File: config.mk
export PLATFORM = sky130hd
export DESIGN_NAME = imcs_top
export DESIGN_NICKNAME = d
export VERILOG_FILES = /design/src/design/imcs_src_slice.v /design/src/design/imcs_top.v
export VERILOG_INCLUDE_DIRS = /design/src /design/src/design
export SDC_FILE = /design/constraint.sdc
export NUM_CORES = 1
export LEC_CHECK = 0
export ABC_AREA = 1
export BUFFER_PORTS_ARGS = -buffer_cell sky130_fd_sc_hd__buf_2
export CAP_MARGIN = 20
export CORE_MARGIN = 4
export CORE_UTILIZATION = 45
export DETAILED_ROUTE_END_ITERATION = 10
export PLACE_DENSITY_LB_ADDON = 0.15
export RECOVER_POWER = 25
export REMOVE_ABC_BUFFERS = 1
export SKIP_LAST_GASP = 1
export SLEW_MARGIN = 10
export SYNTH_ARGS = -nofsm -noshare
export SYNTH_HDL_FRONTEND = slang
export SYNTH_HIERARCHICAL = 1
export SYNTH_SLANG_ARGS = --single-unit
File: constraint.sdc
create_clock -name REF_CLK -period 4.8 [get_ports REF_CLK]
set_input_delay 0.96 -clock REF_CLK [delete_from_list [all_inputs] [get_ports REF_CLK]]
set_output_delay 0.96 -clock REF_CLK [all_outputs]
set_load 0.1 [all_outputs]
File: src/design/imcs_consts.vh
`ifndef IMCS_CONSTS_VH
`define IMCS_CONSTS_VH

// register byte addresses on the plain register port
`define IMCS_ADDR_GROUP_SIX     32'hFFFFE018
`define IMCS_ADDR_GROUP_SEVEN   32'hFFFFE01C
`define IMCS_ADDR_EVT_STATUS    32'hFFFFE0F0
`define IMCS_ADDR_EVT_MASK      32'hFFFFE0F4

// per-source byte layout inside a mode control word
`define IMCS_FLD_BYTE_W         8
`define IMCS_FLD_EDGE_HI        5
`define IMCS_FLD_EDGE_LO        4
`define IMCS_FLD_DMA            3
`define IMCS_FLD_LEVEL_HI       2
`define IMCS_FLD_LEVEL_LO       0
`define IMCS_FLD_USED_MASK      8'h3F

// encodings
`define IMCS_EDGE_RISING        2'h3
`define IMCS_LEVEL_OFF          3'h0

// reset values
`define IMCS_RST_MODE           32'h00000000
`define IMCS_RST_STATUS         9'h000
`define IMCS_RST_MASK           9'h000

// event status layout: one bit per source, then the bad-sensitivity flag
`define IMCS_EVT_BAD_EDGE_BIT   8
`define IMCS_EVT_W              9

`endif

File: src/design/imcs_src_slice.v
`timescale 1ns/1ps
`include "imcs_consts.vh"

module imcs_src_slice (
  input  wire       clk,
  input  wire       rst_b,
  input  wire       src_req,
  input  wire [1:0] edge_sel,
  input  wire       dma_route,
  input  wire [2:0] level,
  output wire       cpu_evt,
  output wire       dma_evt,
  output wire [2:0] dma_chan
);

  reg prev_q;

  // previous sample of the request for edge detection
  always @(posedge clk) begin
    if (!rst_b)
      prev_q <= 1'b0;
    else
      prev_q <= src_req;
  end

  // only the rising-edge code detects; prohibited codes stay silent
  wire rise = src_req & ~prev_q & (edge_sel == `IMCS_EDGE_RISING);

  // routed to dma: no cpu event, field picks the channel
  assign dma_evt  = rise & dma_route;
  assign cpu_evt  = rise & ~dma_route & (level != `IMCS_LEVEL_OFF);
  assign dma_chan = level;

endmodule // imcs_src_slice

File: src/design/imcs_top.v
// Overview of operation
// - sensitivity field must be 11 (rising edge); other codes are prohibited.
// - source 25 select bit: 0 normal interrupt, 1 request is a dma trigger.
// - source 24 has its own select bit with the same meaning.
// - select clear: three-bit field is priority, 000 disables, 001-111 levels 1-7.
// - select set: three-bit field picks dma channel 0 to 7.
`timescale 1ns/1ps
`include "imcs_consts.vh"

module imcs_top #(
  parameter NUM_SRC  = 8,
  parameter NUM_CHAN = 8,
  parameter SRC_BASE = 24
) (
  input  wire        REF_CLK,
  input  wire        RST_B,
  input  wire [31:0] ADDR,
  input  wire [31:0] WR_DATA,
  input  wire        WR_STB,
  input  wire        RD_STB,
  output reg  [31:0] RD_DATA,
  input  wire [7:0]  SRC_REQ,
  output reg         IRQ,
  output reg  [7:0]  SRC_PEND_LEVEL_OK,
  output reg  [7:0]  DMA_REQ
);

  localparam EW = `IMCS_EVT_W;

  // mode control words: index 0 holds sources 24..27, index 1 sources 28..31
  reg  [31:0]    mode_q [0:1];
  reg  [EW-1:0]  status_q;
  reg  [EW-1:0]  status_d;
  reg  [EW-1:0]  mask_q;
  reg  [7:0]     cpu_set;
  reg  [7:0]     dma_d;
  reg            bad_edge_set;
  reg  [31:0]    rd_d;
  wire [7:0]     cpu_evt;
  wire [7:0]     dma_evt;
  wire [23:0]    dma_chan;
  wire [7:0]     lvl_ok;
  integer        i;
  integer        k;

  // address decode shared by read and write paths
  function [2:0] addr_sel;
    input [31:0] a;
    begin
      if (a == `IMCS_ADDR_GROUP_SIX)
        addr_sel = 3'h1;
      else if (a == `IMCS_ADDR_GROUP_SEVEN)
        addr_sel = 3'h2;
      else if (a == `IMCS_ADDR_EVT_STATUS)
        addr_sel = 3'h3;
      else if (a == `IMCS_ADDR_EVT_MASK)
        addr_sel = 3'h4;
      else
        addr_sel = 3'h0;
    end
  endfunction

  // any source byte whose sensitivity is not the rising-edge code
  function bad_edge_word;
    input [31:0] w;
    integer b;
    begin
      bad_edge_word = 1'b0;
      for (b = 0; b < 4; b = b + 1) begin
        if (w[b*8+`IMCS_FLD_EDGE_LO +: 2] != `IMCS_EDGE_RISING)
          bad_edge_word = 1'b1;
      end
    end
  endfunction

  // pick the byte of one source out of the two mode words
  function [7:0] src_byte;
    input [31:0] w6;
    input [31:0] w7;
    input integer s;
    begin
      if (s < 4)
        src_byte = w6[s*8 +: 8];
      else
        src_byte = w7[(s-4)*8 +: 8];
    end
  endfunction

  // one detector per source; its byte steers edge, routing and level
  genvar g;
  generate
    for (g = 0; g < 8; g = g + 1) begin : g_src
      wire [7:0] cfg = src_byte(mode_q[0], mode_q[1], g);
      // cpu routed with a non-zero level: able to interrupt the processor
      assign lvl_ok[g] = ~cfg[`IMCS_FLD_DMA] &
                         (cfg[`IMCS_FLD_LEVEL_HI:`IMCS_FLD_LEVEL_LO] != `IMCS_LEVEL_OFF);
      imcs_src_slice u_slice (
        .clk       (REF_CLK),
        .rst_b     (RST_B),
        .src_req   (SRC_REQ[g]),
        .edge_sel  (cfg[`IMCS_FLD_EDGE_HI:`IMCS_FLD_EDGE_LO]),
        .dma_route (cfg[`IMCS_FLD_DMA]),
        .level     (cfg[`IMCS_FLD_LEVEL_HI:`IMCS_FLD_LEVEL_LO]),
        .cpu_evt   (cpu_evt[g]),
        .dma_evt   (dma_evt[g]),
        .dma_chan  (dma_chan[g*3 +: 3])
      );
    end
  endgenerate

  // mode words: unused top bits of each byte are kept at zero
  always @(posedge REF_CLK) begin
    if (!RST_B) begin
      mode_q[0] <= `IMCS_RST_MODE;
      mode_q[1] <= `IMCS_RST_MODE;
    end else if (WR_STB && addr_sel(ADDR) == 3'h1) begin
      mode_q[0] <= WR_DATA & {4{`IMCS_FLD_USED_MASK}};
    end else if (WR_STB && addr_sel(ADDR) == 3'h2) begin
      mode_q[1] <= WR_DATA & {4{`IMCS_FLD_USED_MASK}};
    end
  end

  // events and the bad-sensitivity flag; a set in the clearing cycle wins
  always @* begin
    cpu_set      = cpu_evt;
    bad_edge_set = WR_STB && (addr_sel(ADDR) == 3'h1 || addr_sel(ADDR) == 3'h2)
                   && bad_edge_word(WR_DATA);
    status_d     = status_q;
    if (WR_STB && addr_sel(ADDR) == 3'h3)
      status_d = status_q & ~WR_DATA[EW-1:0];
    status_d = status_d | {bad_edge_set, cpu_set};
  end

  always @(posedge REF_CLK) begin
    if (!RST_B) begin
      status_q <= `IMCS_RST_STATUS;
      mask_q   <= `IMCS_RST_MASK;
    end else begin
      status_q <= status_d;
      if (WR_STB && addr_sel(ADDR) == 3'h4)
        mask_q <= WR_DATA[EW-1:0];
    end
  end

  // dma channel requests: several sources on one channel merge into one pulse
  always @* begin
    dma_d = 8'h00;
    for (i = 0; i < 8; i = i + 1) begin
      for (k = 0; k < NUM_CHAN; k = k + 1) begin
        if (dma_evt[i] && dma_chan[i*3 +: 3] == k[2:0])
          dma_d[k] = 1'b1;
      end
    end
  end

  // read mux; data stands only in the cycle after the strobe
  always @* begin
    rd_d = 32'h00000000;
    if (RD_STB) begin
      case (addr_sel(ADDR))
        3'h1:    rd_d = mode_q[0];
        3'h2:    rd_d = mode_q[1];
        3'h3:    rd_d = {23'h000000, status_q};
        3'h4:    rd_d = {23'h000000, mask_q};
        default: rd_d = 32'h00000000;
      endcase
    end
  end

  // all outputs registered; irq follows next status so it tracks the bit
  always @(posedge REF_CLK) begin
    if (!RST_B) begin
      RD_DATA           <= 32'h00000000;
      IRQ               <= 1'b0;
      DMA_REQ           <= 8'h00;
      SRC_PEND_LEVEL_OK <= 8'h00;
    end else begin
      RD_DATA <= rd_d;
      IRQ     <= |(status_d & (WR_STB && addr_sel(ADDR) == 3'h4 ?
                               WR_DATA[EW-1:0] : mask_q));
      DMA_REQ <= dma_d;
      // sources able to interrupt the processor (cpu routed, level set)
      SRC_PEND_LEVEL_OK <= lvl_ok;
    end
  end

endmodule // imcs_top

# Yosys cells after proc, flatten, opt, wreduce, memory -nomap -nowiden
# Memory sizes are Yosys's and may differ from the RTL's.
# Cells that the tools add are included.
# totals
ram_bits	48
n_memories	1
in_bits	76
ff_bits	75
# op_classes
n_eq_ne	82
n_mux	89
bitwise	70
n_reduce_logical	89
# memory_table
memory	words	word_bits	rd	rd_ports_with_merged_regs	write_ports	line	source
mode_q	2	24	2	0	2	imcs_top.v:31	reg [31:0] mode_q [0:1];
# op_table
cell	n
$eq 32x32->1 const B	4
$pmux 32 s4	1
$eq 3x3->1 const B	34
$mux 1	76
$logic_and 1x1->1	70
$eq 3x2->1 const B	21
$and 1x1->1	48
$mux 24	2
$eq 3x1->1 const B	11
$logic_not 3->1	8
$mux 3	8
$reduce_bool 3->1	8
$and 9x9->9	2
$mux 9	2
$eq 2x2->1 const B	8
$not 1->1	16
$not 9->9	1
$or 9x9->9	1
$reduce_or 9->1	1
$ne 2x2->1 const B	4
$or 1x1->1	2
$reduce_and 2->1	1
$logic_or 1x1->1	1

# Longest topological paths before layout
# logic_depth
ltp_word	17
ltp_mapped	13
mapped_depth_nobuf	13

# Cells and area by module
# The synthesis kept the hierarchy.
# by_module_without_submodules
module	seq_area_each_um2	n_inst	cells_per_inst	area_per_inst_um2
imcs_top	2662.6	1	624	5180.0
imcs_src_slice	20.0	8	16	102.6

# Worst setup path before layout
# No wires, ideal clock.
# synth_timing
path_kind	in2reg
startpoint	input ADDR[12]
endpoint	memory mode_q[0][24] in the netlist's numbering (enable)
n_path_buf	0
setup_ns	0.438
slack_ns	1.185
stages	7
arrival_ns	3.176
cell_sequence	inv_1 -> nand2_1 -> nor2_1 -> nand2_2 -> nor2_1 -> nand2_1 -> o21ai_0
# synth_lines
item	line	source
from (decl)	imcs_top.v:17	input wire [31:0] ADDR,
to (decl)	imcs_top.v:31	

==> metrics <==
run status=finished, final reports clean; initial antenna violation count=0; Seq cells post-synth=117; GRT Residual Overflow=0; post_cts resized=0; EDFF count, synth=48; Max FO, Critical Path=25; post-synth design cell area=6001 um2; Ant. Diodes=0; cell taking the most area after synthesis=edfxtp_1; final setup violation count=0; synth top area cells=edfxtp_1, dfxtp_1, nand2_1; layout cells sized above 1=0.2209; H-Tree Depth=4; maximum clock path buffer count=2; Final Wtd Congestion=0.9232; Reg-to-Reg End=DMA_REQ[3]$_SDFF_PN0_; Peak VDD IR=0.0001950 V; Synth Flop Type=dfxtp_1; slowest CP cell=nand2_2; Clock Pin Slew Worst Setup and Hold Paths=0.06 ns; clock root cell=clkbuf_16; final WL=17270 um; CTS Buf Count=17; Max-slew headroom=0.2004; syn avg cell area=7.980 um2; first-pass GRT wire length=26620 um; Startpoint Class=input port; crit path kind=in -> reg; die width=123.5 um; critical path, cell by cell=buf_2, nand2_1, nor2_1, nand2_1, nor2_2, nand2_2, nor2_4, inv_2, nand3_1, o21ai_1, nand2_2, nor2_1; initial DRC count=525; DR vias=5419; CTS tree=yes; R2R Setup Slk=3.18 ns; Pleak=2.964 nW; largest net degree at the start of global routing=27; Setup Total Neg Slack=0 ns; Final Power=0.002585 W; Hold Crit Start=mode_q[0][33]$_DFFE_PP_; Area Overhead vs Synth=18.35%; starting density of the core=0.4679; post-route clock period utilization=0.6517; antenna-violating nets left=0; Async SR Flop Fraction=0; Die ar.=15250 um2; FMAX=319.7 MHz; Rows=41; pwr dens=364.0 nW/um2; worst slew pin tran=1.205 ns; Die Y=123.5 um; Largest stage delay, worst path=0.62 ns; worst path required time=4.92 ns; Final Net Count=923; vias in the first global route=5205; min Tclk post-route=3.128 ns; DR WL/cell=16.73 um; WHS Path Cells=1; Core ar.=12820 um2; I/O Buffers=112; reg2reg start=mode_q[0][35]$_DFFE_PP_; Setup crit end kind=flop; Max Cap Viol=0; clock sink count=117; yosys warns=6; hold_buf cts=0; gr usage total=0.2337; Hold EP=SRC_PEND_LEVEL_OK[5]$_SDFF_PN0_; Skew-Pair Late Insertion Delay=0.41 ns; Initial DRT Pass Iterations=5; FF-to-FF path depth=8; # DRC=0; Seq/Total Area, Yosys=0.4704; Arr. time, crit path=3.25 ns; Yosys top cell area share=0.2402; Layout Skew=0.005271 ns; Unique masters post-synth=36; IO Pins=125; DPL Wire Length=12350 um; Max Slew Vio Count=0; unrepaired setup endpoints after global routing=false; Fin. Hold Viols=0; postcts setup bufs=0; post-synthesis cell count=752; Via-to-Cell Ratio=5.251; Hold Path Class=reg -> reg
## critical path: cells and delay by family
| kind | cells | cell delay [ns] |
|---|---|---|
| compound gates | 1 | 0.08 |
| buf+inv | 2 | 0.42 |
| simple gates | 9 | 1.77 |
## cells by family (layout without fill, tap and decap cells)
kind of cell,count (synthesis),after routing,share of synthesized area
flops,117,117,0.4704
simple gates,368,368,0.2936
buf+inv,178,281,0.1341
compound gates,88,88,0.1013
other cells,1,6,0.0006249
## state kept, by name (all words and copies together) (netlist names)
| signal | flops |
|---|---|
| DMA_REQ | 8 |
| SRC_PEND_LEVEL_OK | 8 |
| status_q | 9 |
| IRQ | 1 |
| mode_q | 48 |
| g_src.u_slice/prev_q | 8 |
| mask_q | 9 |
| RD_DATA | 26 |
## power breakdown
group	switching (W)	leakage (nW)	internal, W	total, W
logic	0.000147	1.66	0.0000518	0.000199
registers	0.0000324	1.02	0.00107	0.00110
clock network	0.000470	0.289	0.000817	0.00129
total	0.000650	2.96	0.00194	0.00258
## cell usage in the layout, fill, tap and decap left out, drive strengths merged, types with 3 or more instances in the layout
cell type / instances
nor2: 116
buf: 85
a31oi: 7
o21ai: 13
bufinv: 3
a41oi: 11
clkbuf: 50
edfxtp: 48
clkinv: 9
dfxtp: 69
nor3: 28
a22oi: 4
a221oi: 7
nand2: 155
nand4: 35
o32a: 3
a21oi: 34
conb: 6
inv: 132
nand3: 32
o22ai: 5
## area by class of cell
type	instances	area (um2)
tap	172	215.2
inverter	131	491.7
fill	1252	5723
timing repair buffer	118	564.3
clock buffer	17	425.4
multi-input combinational	462	2404
clock inverter	15	178.9
sequential	117	2823
## metrics by stage
| stage | util | area, um2 | hold WS [ns] | instances | setup slack (ns) |
|---|---|---|---|---|---|
| 2_1_floorplan | - | 5707 | 0.4466 | 710 | 1.185 |
| 3_3_place_gp | 0.5099 | 6539 | 0.4773 | 1000 | 1.354 |
| 3_5_place_dp | 0.5099 | 6539 | 0.4781 | 1000 | 1.312 |
| 4_1_cts | 0.5570 | 7143 | 0.4857 | 1032 | 1.726 |
| 5_1_grt | 0.5538 | 7102 | 0.4954 | 1032 | 1.521 |
| 6_report | 0.5538 | 7102 | 0.4881 | 1032 | 1.672 |
## cell usage after synthesis, types with 2 or more instances
master      n
nand4_1    35
o32a_1      3
clkbuf_1    7
inv_2      13
nand3_1    20
o32ai_1     2
o22a_1      2
o22ai_1     5
nor2_1     83
inv_1     117
nand2_2     4
buf_6       2
o21ai_1    11
a31oi_1     7
nor3_1     27
a22oi_1     4
nor2_2     22
a21oi_2     9
buf_4      31
a41oi_1    11
dfxtp_1    69
nor2_4     11
buf_1       3
buf_2       4
a21oi_1    24
edfxtp_1   48
a221oi_1    7
nand3_2    12
nand2_1   151
o21ai_0     2
## worst max path at each step
| stage | startpoint | to | depth (start not counted) |
|---|---|---|---|
| after CTS | ADDR[21] | mode_q[0][2]$_DFFE_PP_ | 12 |
| after floorplan | ADDR[12] | mode_q[0][24]$_DFFE_PP_ | 7 |
| final | ADDR[21] | mode_q[0][26]$_DFFE_PP_ | 12 |
| after global placement | ADDR[25] | mode_q[0][2]$_DFFE_PP_ | 12 |
| after global routing | ADDR[16] | mode_q[0][26]$_DFFE_PP_ | 12 |
| after detailed placement | ADDR[21] | mode_q[0][26]$_DFFE_PP_ | 12 |
## layer usage
metal / vias up / global-route usage / wire [um]
met2: 262 / 0.3751 / 8184
met4: 0 / 0.08512 / 323
met5: - / 0 / 0
met3: 29 / 0.04712 / 1414
met1: 2499 / 0.3132 / 7347
li1: 2629 / - / -
Note: power is estimated with default switching activity, not from simulation.
